===== src/common/fsc_pkg.sv =====
// constants, states and state records for the fan speed port control block
package fsc_pkg;

    // spin-up interval at full speed, and the clock rate it is counted in
    localparam int unsigned SPINUP_MS  = 1000;
    localparam int unsigned CLK_KHZ    = 250000;
    localparam int unsigned SPINUP_CYC = SPINUP_MS * CLK_KHZ;

    // upper port pins: index 3 is fan_off_n, 2..0 are speed bits 2..0
    localparam int unsigned PIN_W      = 4;
    localparam int unsigned SPD_W      = 3;
    localparam int unsigned OFF_IDX    = 3;

    // pin enable patterns and reset values
    localparam logic [3:0]  OE_RESET   = 4'h0;
    localparam logic [3:0]  OE_SHUT    = 4'h8;
    localparam logic [2:0]  SPD_FULL   = 3'h7;
    localparam logic [2:0]  SPD_ZERO   = 3'h0;
    localparam logic [3:0]  PIN_RESET  = 4'hF;
    localparam logic [3:0]  CHG_RESET  = 4'h0;

    // fan sequencer states, one-hot
    typedef enum logic [3:0] {
        FSC_IDLE = 4'b0001,
        FSC_SHUT = 4'b0010,
        FSC_SPIN = 4'b0100,
        FSC_RUN  = 4'b1000
    } fsc_state_e;

    // whole state of the sequencer
    typedef struct packed {
        fsc_state_e  st;
        logic [3:0]  oe;
        logic [3:0]  prev;
        logic [3:0]  chg;
    } fsc_ctrl_s;

    // whole state of the spin-up timer
    typedef struct packed {
        logic        busy;
        logic [31:0] cnt;
    } fsc_tmr_s;

endpackage


===== src/common/fsc_tmr_if.sv =====
// handshake between the fan sequencer and its spin-up timer
`timescale 1ns/1ns
interface fsc_tmr_if;
    logic start;
    logic abort;
    logic done;

    modport ctrl (output start, output abort, input done);
    modport tmr  (input start, input abort, output done);
endinterface


===== src/hdl/fsc_spin_timer.sv =====
// spin-up interval timer for the fan sequencer
`timescale 1ns/1ns
module fsc_spin_timer #(
    parameter int unsigned CYCLES = fsc_pkg::SPINUP_CYC
) (
    // clock and reset
    input  wire logic  mclk,
    input  wire logic  rst,
    // sequencer side
    fsc_tmr_if.tmr     tif
);

    fsc_pkg::fsc_tmr_s cur;
    fsc_pkg::fsc_tmr_s next_cur;

    // done stands in the last cycle of the interval only
    assign tif.done = cur.busy && (cur.cnt == 32'h0);

    // load, count down, stop; abort wins so a dropped spin-up leaves no
    // stale done behind
    always_comb
    begin
        next_cur = cur;
        if (tif.abort)
        begin
            next_cur.busy = 1'b0;
        end
        else if (tif.start)
        begin
            next_cur.busy = 1'b1;
            next_cur.cnt  = 32'(CYCLES - 1);
        end
        else if (cur.busy && cur.cnt != 32'h0)
        begin
            next_cur.cnt = cur.cnt - 32'h1;
        end
        else if (tif.done)
        begin
            next_cur.busy = 1'b0;
        end
    end

    // state register
    always_ff @(posedge mclk)
    begin
        if (rst)
        begin
            cur <= '0;
        end
        else
        begin
            cur <= next_cur;
        end
    end

endmodule


===== src/hdl/fsc_fan_ctrl.sv =====
// fan speed sequencer driving the upper port pins as open-drain outputs
`timescale 1ns/1ns

module fsc_fan_ctrl #(
    parameter int unsigned SPINUP_CYCLES = fsc_pkg::SPINUP_CYC
) (
    // clock and reset
    input  wire logic        mclk,
    input  wire logic        rst,
    // configuration from the device registers
    input  wire logic        fan_mode_en,
    input  wire logic [7:0]  fan_speed,
    // upper port pins, open drain
    input  wire logic [3:0]  pin_in,
    output logic      [3:0]  pin_out,
    output logic      [3:0]  pin_oe,
    // change events towards the status register
    output logic      [3:0]  chg_evt
);

    fsc_pkg::fsc_ctrl_s cur;
    fsc_pkg::fsc_ctrl_s next_cur;
    fsc_tmr_if          tif ();
    logic [2:0]         spd;
    logic               spd_zero;

    // only the low three bits select a speed; upper bits are don't-care
    assign spd      = fan_speed[2:0];
    assign spd_zero = (spd == fsc_pkg::SPD_ZERO);

    // spin-up interval timer
    fsc_spin_timer #(
        .CYCLES (SPINUP_CYCLES)
    ) u_timer (
        .mclk   (mclk),
        .rst    (rst),
        .tif    (tif)
    );

    // outputs straight from the state record; the pin level is always
    // low so a released pin can never be driven high
    assign pin_out = 4'h0;
    assign pin_oe  = cur.oe;
    assign chg_evt = cur.chg;

    // sequencer, pin pattern and change detection
    always_comb
    begin
        next_cur  = cur;
        tif.start = 1'b0;
        tif.abort = 1'b0;
        next_cur.prev = pin_in;
        // events are masked at the source while fan mode owns the pins
        next_cur.chg  = (pin_in ^ cur.prev) & {4{~fan_mode_en}};
        unique case (cur.st)
            fsc_pkg::FSC_IDLE:
            begin
                if (fan_mode_en)
                begin
                    next_cur.st = spd_zero ? fsc_pkg::FSC_SHUT
                                           : fsc_pkg::FSC_SPIN;
                end
            end
            fsc_pkg::FSC_SHUT:
            begin
                if (!fan_mode_en)
                begin
                    next_cur.st = fsc_pkg::FSC_IDLE;
                end
                else if (!spd_zero)
                begin
                    next_cur.st = fsc_pkg::FSC_SPIN;
                end
            end
            fsc_pkg::FSC_SPIN:
            begin
                if (!fan_mode_en)
                begin
                    next_cur.st = fsc_pkg::FSC_IDLE;
                end
                else if (spd_zero)
                begin
                    next_cur.st = fsc_pkg::FSC_SHUT;
                end
                else if (tif.done)
                begin
                    next_cur.st = fsc_pkg::FSC_RUN;
                end
            end
            fsc_pkg::FSC_RUN:
            begin
                if (!fan_mode_en)
                begin
                    next_cur.st = fsc_pkg::FSC_IDLE;
                end
                else if (spd_zero)
                begin
                    next_cur.st = fsc_pkg::FSC_SHUT;
                end
            end
            default:
            begin
                next_cur.st = fsc_pkg::FSC_IDLE;
            end
        endcase
        // timer follows the spin state: started on entry, dropped on exit
        tif.start = (next_cur.st == fsc_pkg::FSC_SPIN)
                    && (cur.st != fsc_pkg::FSC_SPIN);
        tif.abort = (cur.st == fsc_pkg::FSC_SPIN)
                    && (next_cur.st != fsc_pkg::FSC_SPIN);
        // pin pattern is registered with the state so they never disagree
        unique case (next_cur.st)
            fsc_pkg::FSC_SHUT: next_cur.oe = fsc_pkg::OE_SHUT;
            fsc_pkg::FSC_SPIN: next_cur.oe = {1'b0, fsc_pkg::SPD_FULL};
            fsc_pkg::FSC_RUN:  next_cur.oe = {1'b0, spd};
            default:           next_cur.oe = fsc_pkg::OE_RESET;
        endcase
    end

    // state register; pins float from reset onward
    always_ff @(posedge mclk)
    begin
        if (rst)
        begin
            cur.st   <= fsc_pkg::FSC_IDLE;
            cur.oe   <= fsc_pkg::OE_RESET;
            cur.prev <= fsc_pkg::PIN_RESET;
            cur.chg  <= fsc_pkg::CHG_RESET;
        end
        else
        begin
            cur <= next_cur;
        end
    end

    // helper: length of the current spin-up in cycles
    logic [31:0] spin_len;
    always_ff @(posedge mclk)
    begin
        if (rst || cur.st != fsc_pkg::FSC_SPIN)
        begin
            spin_len <= 32'h0;
        end
        else
        begin
            spin_len <= spin_len + 32'h1;
        end
    end
endmodule


===== config.mk =====
export PLATFORM = sky130hd
export DESIGN_NAME = fsc_fan_ctrl
export DESIGN_NICKNAME = d
export VERILOG_FILES = /design/src/common/fsc_pkg.sv /design/src/common/fsc_tmr_if.sv /design/src/hdl/fsc_spin_timer.sv /design/src/hdl/fsc_fan_ctrl.sv
export SDC_FILE = /design/constraint.sdc
export NUM_CORES = 1
export LEC_CHECK = 0
export BUFFER_PORTS_ARGS = -buffer_cell sky130_fd_sc_hd__buf_4
export CAP_MARGIN = 5
export CORE_ASPECT_RATIO = 1.4
export CORE_MARGIN = 1
export CORE_UTILIZATION = 45
export CTS_BUF_LIST = sky130_fd_sc_hd__clkbuf_2 sky130_fd_sc_hd__clkbuf_4 sky130_fd_sc_hd__clkbuf_8
export DETAILED_ROUTE_END_ITERATION = 6
export PLACE_DENSITY = 0.65
export SYNTH_ARGS = -nofsm -noshare
export SYNTH_HDL_FRONTEND = slang
export SYNTH_HIERARCHICAL = 1
export SYNTH_SLANG_ARGS = --single-unit

===== constraint.sdc =====
create_clock -name mclk -period 5.3 [get_ports mclk]
set_input_delay 1.06 -clock mclk [delete_from_list [all_inputs] [get_ports mclk]]
set_output_delay 1.06 -clock mclk [all_outputs]
set_load 0.01 [all_outputs]

==> results.sh <==
export IMPL_status="finished, final reports clean"
export IMPL_fmax_mhz=253
export IMPL_core_um2=5240
export IMPL_p_leak_nw=0.944
export IMPL_hp_class="reg2reg"
export IMPL_routedWlPerCell_um=14.6
export IMPL_drc=0
export IMPL_critPathLaunchType="register"
export IMPL_die_h_um=89.6
export IMPL_worst_pin_slew_ns=0.652
export IMPL_tritoncts="yes"
export IMPL_io_buffers=17
export IMPL_synth_edf_count=0
export IMPL_insertion_delay_ns=0.29
export IMPL_dpl_hpwl_um=3620
export IMPL_drv_cap=0
export IMPL_r2r_end="u_timer/cur[20]"
export IMPL_tns_ns=0
export IMPL_ir_drop_mv=0.170
export IMPL_num_vias=2059
export IMPL_cts_htree_levels=2
export IMPL_whs_ns=0.485
export IMPL_synth_cells=276
export IMPL_path_buf_inv=1
export IMPL_antenna_found_initial=0
export IMPL_worstReg2RegStart="u_timer/cur[0]"
export IMPL_grtUsageTotal_pct=19.1
export IMPL_via_per_inst=5.92
export IMPL_clockBufferDepth=2
export IMPL_fp_row_count=31
export IMPL_power_density_nw_per_um2=337
export IMPL_grt_overflow=0
export IMPL_cts_reportedPaths_clkPinSlew_ns=0.09
export IMPL_grt_pass1_wl_um=8520
export IMPL_cts_made_buffers=5
export IMPL_ys_warn_count=6
export IMPL_finalCriticalPeriod_ns=3.95
export IMPL_postCtsSetupBuffers=0
export IMPL_avgSynthCellArea_um2=8.94
export IMPL_routed_wl_um=5080
export IMPL_utilization_pct=50.5
export IMPL_yosysTopAreaCellShare_pct=39.8
export IMPL_dieArea_um2=5780
export IMPL_synthToLayoutAreaGrowth_pct=7.26
export IMPL_ys_flop_type="dfxtp_1"
export IMPL_endpoint_kind="register"
export IMPL_die_w_um=64.6
export IMPL_critPathLaunch="u_timer/cur[0]"
export IMPL_critPathMaxFanout=9
export IMPL_worst_slack_ns=1.35
export IMPL_netlist_area_um2=2470
export IMPL_crit_path_end="u_timer/cur[20]"
export IMPL_layout_drive_gt1_share_pct=17.0
export IMPL_yosysUniqueCellTypes=55
export IMPL_cts_hold_buf=0
export IMPL_ff2ff_setup_slack_ns=1.35
export IMPL_first_pass_iters=4
export IMPL_clock_sinks=49
export IMPL_rsz0062_at_grt="no"
export IMPL_hold_depth=2
export IMPL_setup_viol=0
export IMPL_final_cell_mix="dfxtp_1 (49), nor2_1 (20), buf_4 (19)"
export IMPL_pin_count=27
export IMPL_power_uw=893
export IMPL_cp_slowest_cell="nor4_1"
export IMPL_path_delay_family="simple AND/OR/NAND/NOR gates"
export IMPL_hold_viol=0
export IMPL_relSlewSlack_pct=55.9
export IMPL_seq_area_frac_synth_pct=39.8
export IMPL_final_common_cell="dfxtp_1"
export IMPL_reg2reg_depth=13
export IMPL_drt_iter0_drc=67
export IMPL_synth_seq_cells=49
export IMPL_initial_core_util_pct=47.1
export IMPL_skew_ns=0.00342
export IMPL_cp_common_cell="nor4b_1"
export IMPL_grt_pass1_vias=1902
export IMPL_fin_nets=297
export IMPL_yosys_area_top_type="dfxtp_1"
export IMPL_cp_depth=13
export IMPL_ys_async_sr_fraction_pct=0
export IMPL_pre_cts_slack_ns=1.42
export IMPL_cp_slowest_stage_delay_ns=0.58
export IMPL_antenna_left=0
export IMPL_cts_resized_gates=0
export IMPL_n_antenna_cell=0
export IMPL_grt_max_degree=34
export IMPL_final_max_slew_viol_count=0
export IMPL_netlist_top_cells_area="dfxtp_1 (40%), a21oi_1 (3.7%), buf_4 (3.7%), or3_1 (3.6%), nor2_1 (3.0%)"
export IMPL_period_share_pct=74.4
export IMPL_crit_chain="inv_1 -> ha_1 -> nor4b_1 -> nand3_1 -> nor4_1 -> nor4b_1 -> a21oi_1 -> o31a_1 -> o21ba_2 -> and3_1 -> and4_1 -> xnor2_1 -> nor2_1"
export IMPL_cp_required_ns=5.47
export IMPL_crit_type="reg2reg"
export IMPL_cp_data_arrival_time_ns=4.12
export IMPL_gp_congestion=0.812
export IMPL_cts_root_buf="clkbuf_8"
final cells by class:
type	instances	area [um2]
clock buffers	6	76.3
clock inverters	2	10.0
fillers	534	2590
inverters	9	33.8
multi-input cells	197	1320
flip-flops and latches	49	981
well taps	66	82.6
repair buffers	19	143
Yosys cell counts, types with 4 or more instances:
cell type and instances:
nand3_1 5, o21ai_0 9, nor3_1 13, or4_1 9
or2_2 7, o31ai_1 9, nand2_1 7, xnor2_1 5
inv_1 8, buf_4 12, a21oi_1 18, o41ai_1 4
nor4b_1 6, xor2_1 6, or3_1 14, a31oi_1 8
nor2_1 20, clkbuf_1 9, dfxtp_1 49, nor4_1 4
where the power goes:
part / switching [mW] / leakage (nW) / internal, mW / total [mW]
Clock: 0.120 / 0.0484 / 0.0969 / 0.217
Combinational: 0.143 / 0.493 / 0.0947 / 0.238
Sequential: 0.0364 / 0.403 / 0.401 / 0.438
state kept, by name (all words and copies together) (netlist names):
register,count
u_timer/cur,33
cur,8
chg_evt,4
pin_oe,4
worst min path at each step:
stage	from	to	slack [ns]
floorplan	u_timer/cur[30]	u_timer/cur[30]	0.45
global placement	u_timer/cur[30]	u_timer/cur[30]	0.47
detailed placement	u_timer/cur[29]	u_timer/cur[29]	0.47
CTS	u_timer/cur[29]	u_timer/cur[29]	0.49
global route	u_timer/cur[30]	u_timer/cur[30]	0.51
finish	u_timer/cur[29]	u_timer/cur[29]	0.48
routing by layer:
metal | track usage [%] | vias up | wire length, um
met5 | 0 | - | 0
met4 | 9.29 | 0 | 102
met3 | 2.90 | 8 | 129
met2 | 36.4 | 39 | 2690
met1 | 20.6 | 972 | 2160
li1 | - | 1040 | -
worst min-delay path: cells and delay by family (launching register included):
family | cells | cell delay, ns
flip-flops | 1 | 0.33
AO/OA/AOI/OAI | 2 | 0.12
cells by family (layout without fill, tap and decap cells):
logic type | count (synthesis) | count (layout) | synth area share [%]
adder cells (fa/ha/maj) | 1 | 1 | 0.507
XOR/XNOR | 11 | 11 | 3.91
flip-flops | 49 | 49 | 39.8
AND/OR/NAND/NOR | 111 | 111 | 28.1
AO/OA/AOI/OAI | 70 | 70 | 20.4
buffers and inverters | 33 | 36 | 7.20
other | 1 | 4 | 0.152
per-stage QoR:
step,area [um2],std cells
after floorplan,2480,279
after detailed placement,2560,340
final,2650,348
after global placement,2560,340
after global routing,2650,348
after CTS,2650,348
Note: power is estimated with default switching activity, not from simulation.
